===== src/rtl/pwm_pkg.sv =====
package pwm_pkg;
  // ****************************************
  // Channel and output mapping
  // ****************************************
  localparam int unsigned NUM_CHANNELS   = 4;
  localparam int unsigned FIRST_OUT_PIN  = 5;
  localparam int unsigned LAST_OUT_PIN   = 8;
  localparam int unsigned PIN_COUNT      = 9;
  // ****************************************
  // Operand ranges
  // ****************************************
  localparam logic [13:0] DUTY_FULL      = 14'h2710;
  localparam logic [15:0] FREQ_MIN_HZ    = 16'h0001;
  localparam logic [15:0] FREQ_MAX_HZ    = 16'hc350;
  // ****************************************
  // Timing
  // ****************************************
  localparam int unsigned CLK_HZ         = 100_000_000;
  localparam int unsigned PERIOD_W       = 27;
  localparam int unsigned FRAC_W         = 32;
  localparam logic [26:0] RESET_PERIOD   = 27'h0000000;
  localparam logic [26:0] RESET_ON_TIME  = 27'h0000000;
  localparam logic [2:0]  DIV_LATENCY    = 3'h0;
endpackage : pwm_pkg


===== src/rtl/pwm_divider.sv =====
module pwm_divider #(
  parameter int unsigned N_W = 48,
  parameter int unsigned D_W = 16
) (
  // Clock and reset
  input  wire logic             core_clk_i,
  input  wire logic             reset_i,
  // Request
  input  wire logic             start_i,
  input  wire logic [N_W-1:0]   num_i,
  input  wire logic [D_W-1:0]   den_i,
  // Answer
  output logic                  busy_o,
  output logic                  done_o,
  output logic [N_W-1:0]        quot_o
);
  initial begin
    if (N_W < 2 || D_W < 1) $error("pwm_divider widths too small");
  end

  logic [N_W-1:0]     quot;
  logic [D_W:0]       rem;
  logic [D_W-1:0]     den;
  logic [$clog2(N_W+1)-1:0] cnt;
  logic [D_W:0]       trial;

  assign trial  = {rem[D_W-1:0], quot[N_W-1]};
  assign busy_o = cnt != '0;

  // Restoring division, one quotient bit per cycle
  always_ff @(posedge core_clk_i) begin
    if (reset_i) begin
      quot   <= '0;
      rem    <= '0;
      den    <= '0;
      cnt    <= '0;
      done_o <= 1'b0;
      quot_o <= '0;
    end else begin
      done_o <= 1'b0;
      if (start_i && !busy_o) begin
        quot <= num_i;
        rem  <= '0;
        den  <= den_i;
        cnt  <= ($clog2(N_W+1))'(N_W);
      end else if (busy_o) begin
        if (trial >= {1'b0, den}) begin
          rem  <= trial - {1'b0, den};
          quot <= {quot[N_W-2:0], 1'b1};
        end else begin
          rem  <= trial;
          quot <= {quot[N_W-2:0], 1'b0};
        end
        cnt <= cnt - 1'b1;
        if (cnt == 1) begin
          done_o <= 1'b1;
          quot_o <= (trial >= {1'b0, den}) ? {quot[N_W-2:0], 1'b1} : {quot[N_W-2:0], 1'b0};
        end
      end
    end
  end
endmodule // pwm_divider


===== src/rtl/four_channel_pwm_outputs.sv =====
// Contract
// - Four independent channels, each holding its own frequency and duty.
// - Channel 1 drives digital output 5 up to channel 4 on output 8.
// - Frequency programmable continuously from 1 Hz to 50 kHz.
// - Frequency error below 0.5 percent at 10 kHz, 0.01 percent low.
// - One set command carries channel, duty and frequency together.
// - Duty counts hundredths of a percent, 0 to 10000.
// - At 50 Hz duty steps of 0.01 percent are resolved.
// - Duty is on-time over period; period is reciprocal of frequency.
module four_channel_pwm_outputs #(
  parameter int unsigned CLK_HZ = pwm_pkg::CLK_HZ
) (
  // Clock and reset
  input  wire logic        core_clk_i,
  input  wire logic        reset_i,
  // Set command
  input  wire logic        set_pulse_width_command_valid_i,
  output logic             set_pulse_width_command_ready_o,
  input  wire logic [1:0]  set_pulse_width_command_channel_i,
  input  wire logic [13:0] set_pulse_width_command_duty_i,
  input  wire logic [15:0] set_pulse_width_command_freq_i,
  output logic             set_pulse_width_command_error_o,
  // Digital outputs, index is the pin number
  output logic [pwm_pkg::PIN_COUNT-1:0] digital_out_o
);
  localparam int unsigned NCH = pwm_pkg::NUM_CHANNELS;
  localparam int unsigned PW  = pwm_pkg::PERIOD_W;

  // Limits that the fixed port widths and pin map rely on
  initial begin
    if (CLK_HZ < 2 * 50_000 || CLK_HZ >= (1 << PW)) $error("CLK_HZ out of range for period counter");
    if (NCH > 4) $error("channel field too narrow for NCH");
    if (pwm_pkg::FIRST_OUT_PIN + NCH - 1 != pwm_pkg::LAST_OUT_PIN) $error("pin map does not match NCH");
    if (pwm_pkg::LAST_OUT_PIN >= pwm_pkg::PIN_COUNT) $error("pin map exceeds output port");
  end

  // ****************************************
  // Command path state
  // ****************************************
  typedef enum logic [1:0] {IDLE, DIV_PERIOD, DIV_ON} cmd_state_t;

  cmd_state_t       state;
  logic [1:0]       cmd_ch;
  logic [13:0]      cmd_duty;
  logic [15:0]      cmd_freq;
  logic [PW-1:0]    new_period;
  logic             div_start;
  logic             div_busy;
  logic             div_done;
  logic [47:0]      div_num;
  logic [15:0]      div_den;
  logic [47:0]      div_quot;
  logic             cmd_ok;

  // ****************************************
  // Channel settings
  // ****************************************
  // Staged settings, loaded at the period boundary
  logic [PW-1:0]    pend_period [NCH];
  logic [PW-1:0]    pend_on     [NCH];
  logic [NCH-1:0]   pend_valid;
  logic [PW-1:0]    act_period  [NCH];
  logic [PW-1:0]    act_on      [NCH];
  logic [PW-1:0]    phase       [NCH];
  logic [NCH-1:0]   wave;
  logic [NCH-1:0]   load_now;

  // ****************************************
  // Shared helpers
  // ****************************************
  // Last clock of a running period; the only point where a running
  // channel may load a new setting, so pulses are never cut short
  function automatic logic last_phase(input logic [PW-1:0] ph, input logic [PW-1:0] per);
    return ph == per - 1'b1;
  endfunction

  // Range check happens before anything is stored
  assign cmd_ok = set_pulse_width_command_freq_i >= pwm_pkg::FREQ_MIN_HZ
               && set_pulse_width_command_freq_i <= pwm_pkg::FREQ_MAX_HZ
               && set_pulse_width_command_duty_i <= pwm_pkg::DUTY_FULL;
  assign set_pulse_width_command_ready_o = state == IDLE;

  // ****************************************
  // Command intake and period arithmetic
  // ****************************************
  // Rounded integer divisions keep error below one clock per period
  // Period times duty stays below 2**48 for every legal operand
  always_comb begin
    div_start = 1'b0;
    div_num   = '0;
    div_den   = 16'h0001;
    if (state == IDLE && set_pulse_width_command_valid_i && cmd_ok) begin
      div_start = 1'b1;
      div_num   = 48'(CLK_HZ) + 48'(set_pulse_width_command_freq_i >> 1);
      div_den   = set_pulse_width_command_freq_i;
    end else if (state == DIV_PERIOD && div_done) begin
      div_start = 1'b1;
      div_num   = 48'(div_quot[PW-1:0]) * 48'(cmd_duty) + 48'(pwm_pkg::DUTY_FULL >> 1);
      div_den   = 16'(pwm_pkg::DUTY_FULL);
    end
  end

  always_ff @(posedge core_clk_i) begin
    if (reset_i) begin
      state                           <= IDLE;
      cmd_ch                          <= '0;
      cmd_duty                        <= '0;
      cmd_freq                        <= '0;
      new_period                      <= '0;
      set_pulse_width_command_error_o <= 1'b0;
    end else begin
      set_pulse_width_command_error_o <= 1'b0;
      unique case (state)
        // Refused commands raise error only and store nothing
        IDLE: begin
          if (set_pulse_width_command_valid_i) begin
            if (cmd_ok) begin
              cmd_ch   <= set_pulse_width_command_channel_i;
              cmd_duty <= set_pulse_width_command_duty_i;
              cmd_freq <= set_pulse_width_command_freq_i;
              state    <= DIV_PERIOD;
            end else begin
              set_pulse_width_command_error_o <= 1'b1;
            end
          end
        end
        DIV_PERIOD: begin
          if (div_done) begin
            new_period <= div_quot[PW-1:0];
            state      <= DIV_ON;
          end
        end
        DIV_ON: begin
          if (div_done) begin
            state <= IDLE;
          end
        end
        // Unused code: fall back to idle rather than stall
        default: begin
          state <= IDLE;
        end
      endcase
    end
  end

  // One divider serves both steps; ready stays low until both finish
  pwm_divider #(
    .N_W (48),
    .D_W (16)
  ) u_div (
    .core_clk_i (core_clk_i),
    .reset_i    (reset_i),
    .start_i    (div_start),
    .num_i      (div_num),
    .den_i      (div_den),
    .busy_o     (div_busy),
    .done_o     (div_done),
    .quot_o     (div_quot)
  );

  // ****************************************
  // Per-channel generators
  // ****************************************
  for (genvar c = 0; c < NCH; c++) begin : g_ch
    // Idle channel (period zero) picks up a setting at once
    assign load_now[c] = pend_valid[c] && (act_period[c] == '0 || last_phase(phase[c], act_period[c]));

    // A write in the loading cycle wins; the last command to a channel wins
    always_ff @(posedge core_clk_i) begin
      if (reset_i) begin
        pend_period[c] <= pwm_pkg::RESET_PERIOD;
        pend_on[c]     <= pwm_pkg::RESET_ON_TIME;
        pend_valid[c]  <= 1'b0;
      end else if (state == DIV_ON && div_done && cmd_ch == 2'(c)) begin
        pend_period[c] <= new_period;
        pend_on[c]     <= div_quot[PW-1:0];
        pend_valid[c]  <= 1'b1;
      end else if (load_now[c]) begin
        pend_valid[c]  <= 1'b0;
      end
    end

    // Phase runs only while a period is set; idle channels hold zero
    always_ff @(posedge core_clk_i) begin
      if (reset_i) begin
        act_period[c] <= pwm_pkg::RESET_PERIOD;
        act_on[c]     <= pwm_pkg::RESET_ON_TIME;
        phase[c]      <= '0;
      end else if (load_now[c]) begin
        act_period[c] <= pend_period[c];
        act_on[c]     <= pend_on[c];
        phase[c]      <= '0;
      end else if (act_period[c] != '0) begin
        phase[c] <= last_phase(phase[c], act_period[c]) ? '0 : phase[c] + 1'b1;
      end
    end

    // On during the first act_on clocks of each period
    // Registered one step ahead so the pin needs no decode
    always_ff @(posedge core_clk_i) begin
      if (reset_i) begin
        wave[c] <= 1'b0;
      end else if (load_now[c]) begin
        wave[c] <= pend_on[c] != '0;
      end else begin
        wave[c] <= act_period[c] != '0
                && (last_phase(phase[c], act_period[c]) ? (act_on[c] != '0) : (phase[c] + 1'b1 < act_on[c]));
      end
    end
  end

  // ****************************************
  // Output pin mapping
  // ****************************************
  // Pins without a channel stay low
  always_comb begin
    digital_out_o = '0;
    for (int i = 0; i < NCH; i++) begin
      digital_out_o[pwm_pkg::FIRST_OUT_PIN + i] = wave[i];
    end
  end
endmodule // four_channel_pwm_outputs


===== config.mk =====
export PLATFORM = sky130hd
export DESIGN_NAME = four_channel_pwm_outputs
export DESIGN_NICKNAME = d
export VERILOG_FILES = /design/src/rtl/pwm_pkg.sv /design/src/rtl/pwm_divider.sv /design/src/rtl/four_channel_pwm_outputs.sv
export SDC_FILE = /design/constraint.sdc
export NUM_CORES = 2
export LEC_CHECK = 0
export BUFFER_PORTS_ARGS = -buffer_cell sky130_fd_sc_hd__buf_2
export CAP_MARGIN = 20
export CORE_MARGIN = 3
export CORE_UTILIZATION = 35
export DETAILED_ROUTE_END_ITERATION = 10
export PLACE_DENSITY = 0.49
export RECOVER_POWER = 25
export SYNTH_ARGS = -nofsm -noshare
export SYNTH_HDL_FRONTEND = slang
export SYNTH_HIERARCHICAL = 1
export SYNTH_SLANG_ARGS = --single-unit

===== constraint.sdc =====
create_clock -name core_clk_i -period 9 [get_ports core_clk_i]
set_input_delay 0 -clock core_clk_i [delete_from_list [all_inputs] [get_ports core_clk_i]]
set_output_delay 0 -clock core_clk_i [all_outputs]
set_load 0.02 [all_outputs]

## Yosys cells after proc, flatten, opt, wreduce, memory -nomap -nowiden

Memories as Yosys holds them, arrays and structs flattened.
Index checks and enable logic that the tools add are counted.

| storage, ports and cells | value |
|---|---|
| word-level logic and storage cells | 248 |
| input bits | 35 |
| RAM bits | 540 |
| output and inout port bits | 11 |
| flip-flop bits (word level) | 168 |
| memories kept | 5 |

| cells by class | value |
|---|---|
| eq/ne operators | 14 |
| reductions and logical operators | 55 |
| mux-type cells | 105 |
| add/sub/neg operators | 12 |
| multiply operators | 1 |
| bitwise logic cells | 28 |
| $lt $le $gt $ge | 8 |

Memories:

| memory | depth | bits a word | read ports | clocked after Yosys merged registers in | write ports | line | source |
|---|---|---|---|---|---|---|---|
| act_on | 4 | 27 | 4 | 0 | 4 | four_channel_pwm_outputs.sv:63 | `logic [PW-1:0] act_on [NCH];` |
| act_period | 4 | 27 | 4 | 0 | 4 | four_channel_pwm_outputs.sv:62 | `logic [PW-1:0] act_period [NCH];` |
| pend_on | 4 | 27 | 4 | 0 | 4 | four_channel_pwm_outputs.sv:60 | `logic [PW-1:0] pend_on [NCH];` |
| pend_period | 4 | 27 | 4 | 0 | 4 | four_channel_pwm_outputs.sv:59 | `logic [PW-1:0] pend_period [NCH];` |
| phase | 4 | 27 | 4 | 0 | 4 | four_channel_pwm_outputs.sv:64 | `logic [PW-1:0] phase [NCH];` |

Operator list:

| cell | count |
|---|---|
| 27-bit 2-to-1 mux | 28 |
| 27-bit nonzero test | 12 |
| 27-bit by 1-bit adder with 27-bit output, second input constant | 4 |
| 27-bit equality test | 4 |
| 27-bit zero test | 4 |
| 27-bit less-than comparator | 4 |
| 27-bit by 1-bit subtractor with 27-bit output, second input constant | 4 |
| 48-bit 2-to-1 mux | 2 |
| 42-bit 2-to-1 mux | 2 |
| 1-bit 2-to-1 mux | 63 |
| 41-bit by 13-bit adder with 42-bit output, second input constant | 1 |
| 27-bit by 14-bit multiplier with 41-bit output | 1 |
| 16-bit 2-to-1 mux | 2 |
| 27-bit by 15-bit adder with 28-bit output, first input constant | 1 |
| 1-bit OR | 24 |
| 1-bit logical AND | 19 |
| 17-bit by 16-bit greater-or-equal comparator with 1-bit output | 1 |
| 16-bit by 1-bit greater-or-equal comparator with 1-bit output, second input constant | 1 |
| 16-bit less-or-equal comparator, second input constant | 1 |
| 16-bit subtractor | 1 |
| 14-bit less-or-equal comparator, second input constant | 1 |
| 14-bit 2-to-1 mux | 1 |
| 6-bit 2-to-1 mux | 2 |
| 2-bit nonzero test | 5 |
| other kinds (18) | 35 |

## Depth between registers and ports, before layout

An unclocked memory read counts as a cell.

| logic depth | value |
|---|---|
| depth after elaboration | 10 |
| gate-level depth with buffers | 28 |
| depth with buffers taken out | 25 |

## By module

Netlist, hierarchy kept.

By module, submodules not included:

| module | cells each | seq. area each (um^2) | area an instance (um^2) | times used |
|---|---|---|---|---|
| four_channel_pwm_outputs | 4297 | 17296.6 | 44273.7 | 1 |
| pwm_divider | 716 | 2702.6 | 6049.6 | 1 |

## Least setup slack after synthesis

No wires, ideal clock.

| path | value |
|---|---|
| path kind | register to register |
| start point | reg cmd_duty[7] |
| end point | reg u_div.quot[40] |
| required time | 8914 ps |
| buffers on the path | 4 |
| cell stages (with the launch flop) | 27 |
| data arrival time | 6854 ps |
| period minus slack after synthesis | 6939 ps |
| setup time | 86 ps |
| setup slack | 2061 ps |
| cells stage by stage | dfxtp_1 -> clkbuf_1 -> buf_1 -> nand2_1 -> fa_1 -> fa_1 -> inv_1 -> fa_1 -> fa_1 -> fa_1 -> inv_1 -> fa_1 -> inv_1 -> ha_1 -> clkbuf_1 -> nand2_1 -> o21ai_0 -> inv_1 -> a31oi_1 -> and3_1 -> clkbuf_1 -> a31oi_1 -> o31a_1 -> or4b_2 -> nand3_1 -> mux2i_1 -> a211oi_1 |

| between the ends | value |
|---|---|
| word-level cells in the longest chain between the ends | 5 |

Ends and longest elaborated chain:

| item | line | source |
|---|---|---|
| start: declaration | four_channel_pwm_outputs.sv:44 | `logic [13:0] cmd_duty;` |
| start signal: assignment | four_channel_pwm_outputs.sv:119 | `cmd_duty <= set_pulse_width_command_duty_i;` |
| 27-bit by 14-bit multiplier with 41-bit output | four_channel_pwm_outputs.sv:98 | `div_num = 48'(div_quot[PW-1:0]) * 48'(cmd_duty) + 48'(pwm_pkg::DUTY_FULL >> 1);` |
| 41-bit by 13-bit adder with 42-bit output | four_channel_pwm_outputs.sv:98 |  |
| 42-bit 2-to-1 mux | four_channel_pwm_outputs.sv:96 | `end else if (state == DIV_PERIOD && div_done) begin` |
| 42-bit 2-to-1 mux | four_channel_pwm_outputs.sv:92 | `if (state == IDLE && set_pulse_width_command_valid_i && cmd_ok) begin` |
| via div_num[40] | four_channel_pwm_outputs.sv:50 | `logic [47:0] div_num;` |
| 48-bit 2-to-1 mux | pwm_divider.sv:41 | `if (start_i && !busy_o) begin` |
| end signal: assignment | pwm_divider.sv:42 | `quot <= num_i;` |
| end signal: assignment | pwm_divider.sv:49 | `quot <= {quot[N_W-2:0], 1'b1};` |
| end signal: assignment | pwm_divider.sv:52 | `quot <= {quot[N_W-2:0], 1'b0};` |
| end: declaration | pwm_divider.sv:21 | `logic [N_W-1:0] quot;` |

The timed path passes the listed nets, and every way through them passes these cells.
A chain may end at the register's enable or synchronous reset.

## Worst setup path in the final report

| path | value |
|---|---|
| start point | reg u_div.quot_o[4] |
| end point | reg u_div.quot[40] |

| between the ends | value |
|---|---|
| word-level cells in the longest chain between the ends | 5 |

Ends and longest elaborated chain:

| item | line | source |
|---|---|---|
| start: declaration | pwm_divider.sv:15 | `output logic [N_W-1:0] quot_o` |
| start signal: assignment | pwm_divider.sv:57 | `quot_o <= (trial >= {1'b0, den}) ? {quot[N_W-2:0], 1'b1} : {quot[N_W-2:0], 1'b0};` |
| 27-bit by 14-bit multiplier with 41-bit output | four_channel_pwm_outputs.sv:98 |  |
| 41-bit by 13-bit adder with 42-bit output | four_channel_pwm_outputs.sv:98 |  |
| 42-bit 2-to-1 mux | four_channel_pwm_outputs.sv:96 |  |
| 42-bit 2-to-1 mux | four_channel_pwm_outputs.sv:92 |  |
| via div_num[40] | four_channel_pwm_outputs.sv:50 |  |
| 48-bit 2-to-1 mux | pwm_divider.sv:41 |  |

The timed path passes the listed nets, and every way through them passes these cells.

==> flow_summary.toml <==
[status]
run_status = "finished, violations left"
violations_in_the_final_reports = "capacitance limit, slew limit"

[global_routing]
grt.overflow.total = 0
grt.met1_usage_pct = 25.9
wire_length_of_the_first_global_routing_pass_um = 215000
grt_antenna_before_repair = 3
gr-usage-met3_pct = 2.29
globalRoute.busiestLayer = "met2"
globalRouteTotalUtil_pct = 19.0
grt_pass1_vias = 35000
grt_max_degree = 84
grt_met2_use_pct = 31.8

[place]
place.port_buffers = 40
dp.cells = 6671
dp_hpwl_um = 101000
dpl_cell_area_um2 = 51800
globalplace.congestion = 0.844

[worst_setup_path]
crit_path_max_incr_delay_ns = 0.92
crit_buf_inv = 3
critical_path.top_delay_family = "adder cells"
worst-endpoint-arrival_ns = 8.22
critical_path_cell_sequence = "nand2_1, fa_1, inv_1, fa_1, fa_1, fa_1, fa_1, inv_1, fa_1, inv_1, ha_1, nand2_1, o21ai_0, nor3_1, a31oi_1, and3_1, a31oi_1, o31a_1, or4b_2, nand3_1, mux2i_1, a211oi_1"
cp.required_ns = 9.56
worstSetupPathType = "reg -> reg"
timing.critical_path.to_type = "flip-flop"
timing.critical_path.fanout_max = 20
critical_path.startpoint_type = "flip-flop"
critical-path-top-cell-by-count = "fa_1"
critical_path.slowest_cell = "dfxtp_1"

[cts]
post_cts_setup_inserts = 0
cts.clk_slew.worst_paths_ns = 0.06
h-tree-depth = 3
tritoncts = "yes"
clock_latency_late_sink_ns = 0.72
tritoncts.num_buffers = 85
cts.root.buffer_cell = "clkbuf_16"
cts.sink_count = 708
cts_resized = 0
clock_path_buffers = 3

[finish]
fin_cells = 6878
final.fill_count = 14000
synthToLayoutAreaGrowth_pct = 11.0
final_net_count = 5526
post-route-cell-area_um2 = 55100
drive_above_1_share_pct = 6.00

[floorplan]
start_util_pct = 35.4
die_area_um2 = 146000
core.rowCount = 137
fp.coreArea_um2 = 140000
die_width_um = 383
top_level_ports = 46
floorplan.die.height_um = 383

[sta]
finalCritPeriodShare_pct = 85.1
tightestPinTransition_ns = 3.23
hold_ws_ns = 0.143
setup_tns_ns = 0
final_max_slew_violation_count = 424
final-hold-violation-count = 0
period_needed_ns = 7.66
max_slew_margin_pct = -115
timing.final.setup_violations = 0
rsz0062_at_grt = "no"
fin_skew_ns = 0.0754
clock.fmax_mhz = 131

[power_and_ir_drop]
net-switching-power_mw = 2.65
power.share.clock_pct = 39.7
fin_total_pwr_mw = 8.99
vdd_ir_drop_max_uv = 162
power_per_cell_area_nw_per_um2 = 163
combinationalPowerShare_pct = 16.6
internal_power_mw = 6.34
power.share.sequential_pct = 43.7
p_leak_nw = 22.8
switching_share_pct = 29.4

[route]
avgRoutedWirePerCell_um = 20.0
number_of_drc_violations_after_detailed_routing = 0
drt_pass1_iterations = 5
via_count = 34400
route.antenna.remaining_nets = 0
drt-vias-per-instance = 5.01
drt_wl_total_um = 137000
drt_iter0_markers = 2082

[synth]
synthCells = 4927
total_number_of_yosys_warnings = 6
synth.avg_cell_area_um2 = 10.1
syn_area_um2 = 49600

[min_path]
hold_class = "in -> reg"

[flow_run]
max_cap_viol_count = 8
[worst reg2reg max path: cells and delay by family, from the launching register on]
| kind | cells | cell delay (ns) |
|---|---|---|
| adder cells (fa/ha/maj) | 7 | 3.59 |
| AND/OR/NAND/NOR | 6 | 1.46 |
| flip-flops | 1 | 0.92 |
| AO/OA/AOI/OAI | 5 | 1.36 |
| multiplexers | 1 | 0.07 |
| buffers and inverters | 3 | 0.17 |
[layer usage]
| layer | vias up | part of all wire (%) |
|---|---|---|
| met5 | - | 0 |
| met4 | 0 | 2.4 |
| met3 | 167 | 3.5 |
| met2 | 630 | 48 |
| met1 | 17100 | 46 |
| li1 | 16600 | - |
[layout make-up]
cell class | count | area, um^2 | area share (%)
Antenna cell | 2 | 5.00 | 0.00908
Inverter | 529 | 1990 | 3.60
Sequential cell | 708 | 19600 | 35.5
Timing Repair Buffer | 156 | 1150 | 2.09
Clock buffer | 107 | 2280 | 4.14
Tap cell | 1876 | 2350 | 4.26
Multi-Input combinational cell | 3449 | 27100 | 49.2
Clock inverter | 51 | 636 | 1.15
[final timing paths]
check | startpoint | to | slack, ns | cells after the start
setup / recovery | u_div/quot_o[4] | u_div/quot[40] | 1.34 | 22
hold / removal | set_pulse_width_command_duty_i[1] | cmd_duty[1] | 0.14 | 4
setup reg to reg | u_div/quot_o[4] | u_div/quot[40] | 1.34 | 22
hold reg to reg | u_div/den[14] | u_div/den[14] | 0.46 | 2
[metrics by stage]
| step | utilization, % | setup WS, ns |
|---|---|---|
| 2_1_floorplan | - | 2.06 |
| 3_3_place_gp | 36.9 | 1.43 |
| 3_5_place_dp | 36.9 | 1.39 |
| 4_1_cts | 39.3 | 1.34 |
| 5_1_grt | 39.3 | 0.829 |
| 6_report | 39.3 | 1.34 |
[flip-flops by register name, summed over array words and instances (netlist names), 2 cells and up]
signal	cells
pend_valid	4
u_div/rem	16
u_div/cnt	6
cmd_duty	14
u_div/quot	48
cmd_ch	2
u_div/quot_o	27
new_period	27
pend_period	108
digital_out_o	4
state	2
act_on	108
pend_on	108
act_period	108
u_div/den	16
phase	108
[cells in the final DEF (no fill, tap or decap), types with 67 or more instances in the layout]
cell type	instances
clkbuf_16	85
nand2_1	478
and3_1	83
a211oi_1	67
and2_0	68
nor2_1	190
a21oi_1	176
ha_1	257
nor2b_1	75
o21ai_0	75
dfxtp_1	166
nor4_1	77
inv_1	529
edfxtp_1	540
xnor2_1	181
and2_1	588
nor3_1	73
fa_1	305
nand3_1	92
xor2_1	106
mux2i_1	80
[power by group through the flow]
stage          logic, mW  registers, mW  clock network (mW)
2_1_floorplan       1.17           3.89                   0
3_3_place_gp        1.48           4.00                   0
3_5_place_dp        1.48           4.00                   0
4_1_cts             1.51           3.93                3.67
5_1_grt             1.69           3.96                3.79
6_report            1.49           3.93                3.56
[what timing repair did]
item	CTS	global route
setup endpoints to repair	0	0
hold buffers	44	0
hold endpoints to repair	62	0
No activity file was read; power rests on OpenSTA's default activity.
